--- src/hw/irq_level_pkg.sv ---
// Constants shared by the interrupt level register block.
// Assumes an APB master on the system clock and request lines from same-clock logic.
package irq_level_pkg;

  localparam int NUM_GROUPS  = 13;
  localparam int FIELDS      = 4;
  localparam int NUM_SOURCES = NUM_GROUPS * FIELDS;
  localparam int LEVEL_W     = 3;
  localparam int SOURCE_W    = 6;
  localparam int GROUP_W     = 16;
  localparam int ADDR_W      = 8;
  localparam int GROUP_IDX_W = 4;

  // Level field positions, field 0 is the upper field
  localparam int UPPER_FIELD_LSB  = 12;
  localparam int SECOND_FIELD_LSB = 8;
  localparam int THIRD_FIELD_LSB  = 4;
  localparam int LOWER_FIELD_LSB  = 0;

  localparam logic [15:0] LEVEL_RESET      = 16'h7777;
  localparam logic [15:0] LEVEL_WRITE_MASK = 16'h7777;
  localparam logic [31:0] ENABLE_RESET     = 32'h0000_0000;

  // Byte addresses
  localparam logic [7:0] GROUP_BASE   = 8'h00;
  localparam logic [7:0] GROUP_LAST   = 8'h30;
  localparam logic [7:0] ENABLE_LO    = 8'h34;
  localparam logic [7:0] ENABLE_HI    = 8'h38;
  localparam logic [7:0] PENDING_LO   = 8'h3C;
  localparam logic [7:0] PENDING_HI   = 8'h40;
  localparam logic [7:0] STATUS       = 8'h44;
  localparam int         ENABLE_HI_W  = NUM_SOURCES - 32;

  // Status register layout
  localparam int STAT_VALID_BIT  = 0;
  localparam int STAT_LEVEL_LSB  = 4;
  localparam int STAT_SOURCE_LSB = 8;
  localparam int STAT_NMI_BIT    = 16;

  typedef enum logic [2:0] {
    TGT_GROUP,
    TGT_ENABLE_LO,
    TGT_ENABLE_HI,
    TGT_PENDING_LO,
    TGT_PENDING_HI,
    TGT_STATUS,
    TGT_NONE
  } target_t;

endpackage

--- src/hw/irq_level_addr_decode.sv ---
// Address decoder for the interrupt level register map.
// Assumes word aligned APB addresses; any other address is unmapped.
`timescale 1ns/1ps

module irq_level_addr_decode (
  input  wire logic [irq_level_pkg::ADDR_W-1:0]      paddr,
  output irq_level_pkg::target_t                     target,
  output logic      [irq_level_pkg::GROUP_IDX_W-1:0] groupIndex
);

  always_comb begin
    groupIndex = paddr[irq_level_pkg::GROUP_IDX_W+1:2];
    if (paddr[1:0] != 2'h0) begin
      target = irq_level_pkg::TGT_NONE;
    end else if (paddr <= irq_level_pkg::GROUP_LAST) begin
      target = irq_level_pkg::TGT_GROUP;
    end else begin
      case (paddr)
        irq_level_pkg::ENABLE_LO:  target = irq_level_pkg::TGT_ENABLE_LO;
        irq_level_pkg::ENABLE_HI:  target = irq_level_pkg::TGT_ENABLE_HI;
        irq_level_pkg::PENDING_LO: target = irq_level_pkg::TGT_PENDING_LO;
        irq_level_pkg::PENDING_HI: target = irq_level_pkg::TGT_PENDING_HI;
        irq_level_pkg::STATUS:     target = irq_level_pkg::TGT_STATUS;
        default:                   target = irq_level_pkg::TGT_NONE;
      endcase
    end
  end

endmodule

--- src/hw/irq_level_arbiter.sv ---
// Picks the highest level among pending, enabled maskable sources.
// Purely combinational; the caller registers the result.
`timescale 1ns/1ps

module irq_level_arbiter #(
  parameter int N = irq_level_pkg::NUM_SOURCES
) (
  input  wire logic [N-1:0]                         request,
  input  wire logic [N*irq_level_pkg::LEVEL_W-1:0]  levels,
  output logic                                      found,
  output logic      [irq_level_pkg::SOURCE_W-1:0]   winner,
  output logic      [irq_level_pkg::LEVEL_W-1:0]    winLevel
);

  always_comb begin
    logic [irq_level_pkg::LEVEL_W-1:0] lvl;
    lvl      = '0;
    found    = 1'b0;
    winner   = '0;
    winLevel = '0;
    for (int i = 0; i < N; i++) begin
      lvl = levels[i*irq_level_pkg::LEVEL_W +: irq_level_pkg::LEVEL_W];
      // Unsigned compare; strict greater keeps the lower index on a tie
      if (request[i] && (!found || lvl > winLevel)) begin // [RULE_02] [RULE_06]
        found    = 1'b1;
        winner   = irq_level_pkg::SOURCE_W'(i);
        winLevel = lvl;
      end
    end
  end

endmodule

--- src/hw/irq_level_regs.sv ---
// Interrupt level register bank with APB slave and request arbitration.
// Assumes source requests and the NMI request are levels from logic on clk.
`timescale 1ns/1ps

// What this block does
// RULE_01 - Each group register holds four writable 3-bit levels at 14:12, 10:8, 6:4, 2:0.
// RULE_02 - A level is unsigned: 000 is lowest, 111 highest, binary order between.
// RULE_03 - Bits 15, 11, 7 and 3 read zero and ignore writes.
// RULE_04 - Levels govern only maskable sources; NMI bypasses them.
// RULE_05 - Writing one byte lane changes both fields in that byte and leaves the other two fields unchanged.
// RULE_06 - Highest enabled pending level is forwarded; ties go to the lower source index.
module irq_level_regs (
  input  wire logic                                    clk,
  input  wire logic                                    rst,
  input  wire logic                                    psel,
  input  wire logic                                    penable,
  input  wire logic                                    pwrite,
  input  wire logic [irq_level_pkg::ADDR_W-1:0]        paddr,
  input  wire logic [31:0]                             pwdata,
  input  wire logic [3:0]                              pstrb,
  output logic      [31:0]                             prdata,
  output logic                                         pready,
  output logic                                         pslverr,
  input  wire logic [irq_level_pkg::NUM_SOURCES-1:0]   sourceReq,
  input  wire logic                                    nmiReq,
  output logic                                         cpuIrqValid,
  output logic      [irq_level_pkg::SOURCE_W-1:0]      cpuIrqSource,
  output logic      [irq_level_pkg::LEVEL_W-1:0]       cpuIrqLevel,
  output logic                                         cpuNmi
);

  localparam int NG = irq_level_pkg::NUM_GROUPS;
  localparam int NS = irq_level_pkg::NUM_SOURCES;
  localparam int LW = irq_level_pkg::LEVEL_W;
  localparam int EW = irq_level_pkg::ENABLE_HI_W;

  typedef struct packed {
    logic [NG-1:0][15:0]                  level;
    logic [NS-1:0]                        enable;
    logic                                 pready;
    logic                                 pslverr;
    logic [31:0]                          prdata;
    logic                                 irqValid;
    logic [irq_level_pkg::SOURCE_W-1:0]   irqSource;
    logic [LW-1:0]                        irqLevel;
    logic                                 nmi;
  } state_t;

  state_t s;
  state_t next_s;

  irq_level_pkg::target_t                 target;
  logic [irq_level_pkg::GROUP_IDX_W-1:0]  groupIndex;
  logic [NS*LW-1:0]                       flatLevels;
  logic [NS-1:0]                          armed;
  logic                                   found;
  logic [irq_level_pkg::SOURCE_W-1:0]     winner;
  logic [LW-1:0]                          winLevel;
  logic                                   setupPhase;
  logic                                   writeNow;
  logic [31:0]                            readValue;

  // Byte enables widened to a bit mask
  function automatic logic [31:0] byteMask(input logic [3:0] strb);
    logic [31:0] m;
    m = '0;
    for (int b = 0; b < 4; b++) begin
      m[b*8 +: 8] = {8{strb[b]}};
    end
    return m;
  endfunction

  // Level field of a source; field 0 of a group is the upper field
  function automatic logic [LW-1:0] fieldOf(input logic [15:0] grp, input int f);
    logic [LW-1:0] v;
    case (f)
      0:       v = grp[irq_level_pkg::UPPER_FIELD_LSB +: LW];
      1:       v = grp[irq_level_pkg::SECOND_FIELD_LSB +: LW];
      2:       v = grp[irq_level_pkg::THIRD_FIELD_LSB +: LW];
      default: v = grp[irq_level_pkg::LOWER_FIELD_LSB +: LW];
    endcase
    return v;
  endfunction

  irq_level_addr_decode u_decode (
    .paddr      (paddr),
    .target     (target),
    .groupIndex (groupIndex)
  );

  always_comb begin
    flatLevels = '0;
    for (int g = 0; g < NG; g++) begin
      for (int f = 0; f < irq_level_pkg::FIELDS; f++) begin
        flatLevels[(g*irq_level_pkg::FIELDS+f)*LW +: LW] = fieldOf(s.level[g], f); // [RULE_01]
      end
    end
  end

  // Only maskable sources enter arbitration
  assign armed = sourceReq & s.enable; // [RULE_04]

  irq_level_arbiter #(
    .N (NS)
  ) u_arbiter (
    .request  (armed),
    .levels   (flatLevels),
    .found    (found),
    .winner   (winner),
    .winLevel (winLevel)
  );

  assign setupPhase = psel & ~penable;
  assign writeNow   = psel & penable & s.pready & pwrite;

  always_comb begin
    readValue = '0;
    case (target)
      irq_level_pkg::TGT_GROUP: begin
        // Reserved positions are stored as zero and read back as zero
        readValue[15:0] = s.level[groupIndex] & irq_level_pkg::LEVEL_WRITE_MASK; // [RULE_03]
      end
      irq_level_pkg::TGT_ENABLE_LO: begin
        readValue = s.enable[31:0];
      end
      irq_level_pkg::TGT_ENABLE_HI: begin
        readValue[EW-1:0] = s.enable[NS-1:32];
      end
      irq_level_pkg::TGT_PENDING_LO: begin
        readValue = sourceReq[31:0];
      end
      irq_level_pkg::TGT_PENDING_HI: begin
        readValue[EW-1:0] = sourceReq[NS-1:32];
      end
      irq_level_pkg::TGT_STATUS: begin
        readValue[irq_level_pkg::STAT_VALID_BIT] = s.irqValid;
        readValue[irq_level_pkg::STAT_LEVEL_LSB +: LW] = s.irqLevel;
        readValue[irq_level_pkg::STAT_SOURCE_LSB +: irq_level_pkg::SOURCE_W] = s.irqSource;
        readValue[irq_level_pkg::STAT_NMI_BIT] = s.nmi;
      end
      default: begin
        readValue = '0;
      end
    endcase
  end

  always_comb begin
    logic [31:0] m;
    logic [15:0] lm;
    logic [31:0] en;
    m      = byteMask(pstrb);
    lm     = m[15:0] & irq_level_pkg::LEVEL_WRITE_MASK;
    en     = '0;
    next_s = s;

    // No wait state: ready in the first access cycle
    next_s.pready = setupPhase;
    if (setupPhase) begin
      next_s.pslverr = (target == irq_level_pkg::TGT_NONE);
      next_s.prdata  = (target == irq_level_pkg::TGT_NONE) ? 32'h0000_0000 : readValue;
    end else begin
      // Read data and error stand only in the access cycle that carries ready
      next_s.pslverr = 1'b0;
      next_s.prdata  = 32'h0000_0000;
    end

    if (writeNow) begin
      case (target)
        irq_level_pkg::TGT_GROUP: begin
          // Only strobed, writable bits change; other fields keep their values
          next_s.level[groupIndex] = (s.level[groupIndex] & ~lm) | (pwdata[15:0] & lm); // [RULE_03] [RULE_05]
        end
        irq_level_pkg::TGT_ENABLE_LO: begin
          next_s.enable[31:0] = (s.enable[31:0] & ~m) | (pwdata & m);
        end
        irq_level_pkg::TGT_ENABLE_HI: begin
          en = {{(32-EW){1'b0}}, s.enable[NS-1:32]};
          en = (en & ~m) | (pwdata & m);
          next_s.enable[NS-1:32] = en[EW-1:0];
        end
        default: begin
          next_s.enable = s.enable;
        end
      endcase
    end

    next_s.irqValid  = found; // [RULE_06]
    next_s.irqSource = found ? winner : '0;
    next_s.irqLevel  = found ? winLevel : '0;
    // NMI is registered for one cycle, untouched by any level field
    next_s.nmi       = nmiReq; // [RULE_04]
  end

  always_ff @(posedge clk) begin
    if (rst) begin
      s <= '0;
      s.level <= {NG{irq_level_pkg::LEVEL_RESET}};
      s.enable <= {irq_level_pkg::ENABLE_RESET[EW-1:0], irq_level_pkg::ENABLE_RESET};
    end else begin
      s <= next_s;
    end
  end

  assign prdata       = s.prdata;
  assign pready       = s.pready;
  assign pslverr      = s.pslverr;
  assign cpuIrqValid  = s.irqValid;
  assign cpuIrqSource = s.irqSource;
  assign cpuIrqLevel  = s.irqLevel;
  assign cpuNmi       = s.nmi;

endmodule

--- config.mk ---
export PLATFORM = sky130hd
export DESIGN_NAME = irq_level_regs
export DESIGN_NICKNAME = d
export VERILOG_FILES = /design/src/hw/irq_level_pkg.sv /design/src/hw/irq_level_addr_decode.sv /design/src/hw/irq_level_arbiter.sv /design/src/hw/irq_level_regs.sv
export SDC_FILE = /design/constraint.sdc
export NUM_CORES = 1
export LEC_CHECK = 0
export BUFFER_PORTS_ARGS = -buffer_cell sky130_fd_sc_hd__buf_2
export CORE_MARGIN = 2
export CORE_UTILIZATION = 40
export CTS_CLUSTER_DIAMETER = 150
export DETAILED_ROUTE_END_ITERATION = 7
export GPL_TIMING_DRIVEN = 0
export SYNTH_ARGS = -nofsm -noshare
export SYNTH_HDL_FRONTEND = slang
export SYNTH_HIERARCHICAL = 1
export SYNTH_SLANG_ARGS = --single-unit
--- constraint.sdc ---
create_clock -name clk -period 249.4 [get_ports clk]
set_clock_uncertainty 0.2 [all_clocks]
set_input_delay 49.88 -clock clk [delete_from_list [all_inputs] [get_ports clk]]
set_output_delay 49.88 -clock clk [all_outputs]
set_load 0.01 [all_outputs]
==> out/results.txt <==
CP Data Required Time: 249.73 ns
Unique masters post-synth: 102
most frequent standard cell in the layout excluding fill and tap cells: nand2_1
HPWL after detailed placement: 68,490 um
fraction of layout cells with a size suffix above 1: 14.50%
# fillers: 4,803
Crit path arrival time: 139.58 ns
Sink Count: 253
RSZ-0062 raised after global routing: no
global placement routability congestion: 1.030
clock-pin slew reported for the worst setup and hold paths after clock tree synthesis: 0.06 ns
pin count of the biggest net entering global routing: 16
time the worst path needs with I/O delays and setup: 139.25 ns
number of antenna violations at the first check in global routing: 2
# setup viols final: 0
row cnt: 80
Remaining DRCs: 0
largest fanout on the critical path: 10
Setup Fix Bufs, Post-CTS: 0
sort of element at the end of the critical path: flip-flop
total wire length after detailed routing: 84,010 um
Sum Neg Setup Slack: 0 ns
number of detailed-route iterations in the first pass: 7
fraction of registers with async set or reset after synthesis: 0%
status: complete, no violations
post-synthesis cell count: 2,484
Max stage delay on crit path: 0.82 ns
Final ANT Viol Nets: 0
Synthesized Nets: 2,697
number of flops mapped to enable cells by yosys: 0
maximum level of the CTS H-tree: 1
Synth Flop Type: dfxtp_1
Final #Nets: 2,875
clock insertion delay at the later pin of the skew report: 0.60 ns
vias per std cell: 6.290
Max Freq: 7.181 MHz
flip-flop and latch count after synthesis: 253
worst supply voltage drop on vdd: 0.000005054 V
synthesis-to-layout area growth: 13.36%
maxcap violations: 0
crit start category: input port
class of the worst hold path: flip-flop to flip-flop
slew at the pin closest to its max-slew limit: 1.273 ns
first-pass GRT wire length: 121,100 um
final hold viol count: 0
mean instance size in the synthesized netlist: 7.749 um2
overall routing resource usage: 32.34%
IO Count: 147
total number of vias: 20,770
leading cell types in the layout, fill and taps excluded: 283 x nand2_1, 270 x a21oi_1, 253 x dfxtp_1, 169 x buf_2, 153 x o21ai_0
PostCTS Resize Cnt: 0
input/output buffers: 144
vias in the first global route: 19,040
Routed WL per cell: 25.44 um
path type of the worst setup path: input port to flip-flop
die height: 223.4 um
P per Cell Area: 4.327 mW/mm2
Congestion Overflow GR: 0
final cycle utilization of the critical path: 55.83%
Slowest-stage cell, CP: a221oi_1
number of hold-repair buffers added at the cts stage: 0
die area: 0.04989 mm2
CORE AREA: 0.04765 mm2
TritonCTS clock tree: built
Root Buffer Master: clkbuf_16
DP Worst Slack: 112.24 ns
initial standard-cell utilization of the core: 40.40%
Mapped Area: 0.01925 mm2
cell repeated most along the worst path: a21oi_1
Setup WS post-layout: 110.15 ns
TritonCTS Buffers: 30
maximum buffer depth of the clock tree: 3
Leakage Power: 9.414 nW
violation count after the first detailed-route iteration: 2,551
Chip Width: 223.4 um
sequential cell area fraction in the yosys report: 26.31%
Max Transition Viols Final: 0
Synth Warn #: 6
relative max-transition margin: 14.96%
[cell families after synthesis]
kind of cell             after synthesis  share of synthesized area [%]
AO/OA/AOI/OAI                        830                          27.93
AND/OR/NAND/NOR                      860                          22.85
buffers and inverters                299                          7.215
multiplexers                         115                          7.651
adder cells (fa/ha/maj)              127                          8.047
flip-flops                           253                          26.31
[final timing paths]
check,cells after the start,slack (ns),to,start
worst max register to register,404,159.15,cpuIrqSource[3],flip-flop
worst max-delay path,405,110.15,cpuIrqSource[3],sourceReq[0]
worst min-delay path,2,0.26,flip-flop,flip-flop
worst min register to register,2,0.26,flip-flop,flip-flop
[cells in the mapped netlist, types with 12 or more instances]
cell	number	area (um2)
dfxtp_1	253	5065
buf_2	24	120.1
o21ai_0	153	765.7
mux2i_1	53	530.5
nor2b_1	56	350.3
mux4_2	20	450.4
o21ai_1	27	135.1
nor3_1	27	135.1
nand4_1	20	125.1
and2_1	105	656.9
maj3_1	16	160.2
nand3_1	98	490.5
buf_4	49	367.9
ha_1	111	1389
nand2_1	283	1062
a221oi_1	23	201.4
inv_1	136	510.5
clkbuf_1	72	270.3
nand2b_1	22	137.6
nor2_1	123	461.7
o211ai_1	23	172.7
or2_2	12	75.07
o31ai_1	25	187.7
o22ai_1	12	75.07
and3_1	17	106.4
a21o_1	24	180.2
a22oi_1	48	360.4
a21oi_1	270	1351
o21a_1	22	165.2
nand3b_1	32	240.2
a211o_1	37	324.1
a31oi_1	23	143.9
mux2_2	38	427.9
a211oi_1	17	127.6
[power by group]
part           total [mW]  switching, mW  internal [mW]
clock network      0.0477         0.0186         0.0291
logic             0.00631        0.00441        0.00189
registers          0.0404      0.0000105         0.0404
total              0.0944         0.0230         0.0714
[per-layer routing]
layer  global-route usage [%]  vias up  part of all wire [%]
met2                    51.12     1174                    44
met4                    17.76        2                   6.3
met3                    6.611      279                   9.8
li1                         -     9430                     -
met1                    41.31     9883                    40
met5                        0        -                 0.013
[critical path, delay by kind of cell]
family,cells,cell delay [ns]
compound gates,208,45.34
buf+inv,28,4.20
mux,12,4.50
fa+ha+maj,66,19.53
simple gates,91,15.95
[through the flow]
step	hold slack [ns]	cells	total power, mW	util (%)	area [um2]
global placement	0.2498	3243	0.04733	43.53	20740
detailed placement	0.2570	3244	0.04739	43.54	20740
floorplan	0.2422	2484	0.04432	-	19250
CTS	0.2649	3297	0.09444	45.76	21800
finish	0.2639	3302	0.09442	45.80	21820
global route	0.2899	3299	0.09638	45.78	21810
[final cells by class]
type,count,area (um2),area share (%)
Buffer,162,874.6,4.008
Multi-Input combinational cell,1932,12790,58.64
Sequential cell,253,5065,23.21
Clock buffer,37,807.0,3.698
Antenna cell,4,10.01,0.04587
Tap cell,615,769.5,3.526
Clock inverter,16,252.7,1.158
Inverter,137,514.2,2.357
Timing Repair Buffer,146,733.2,3.360
Power figures use the tool's default switching activity.
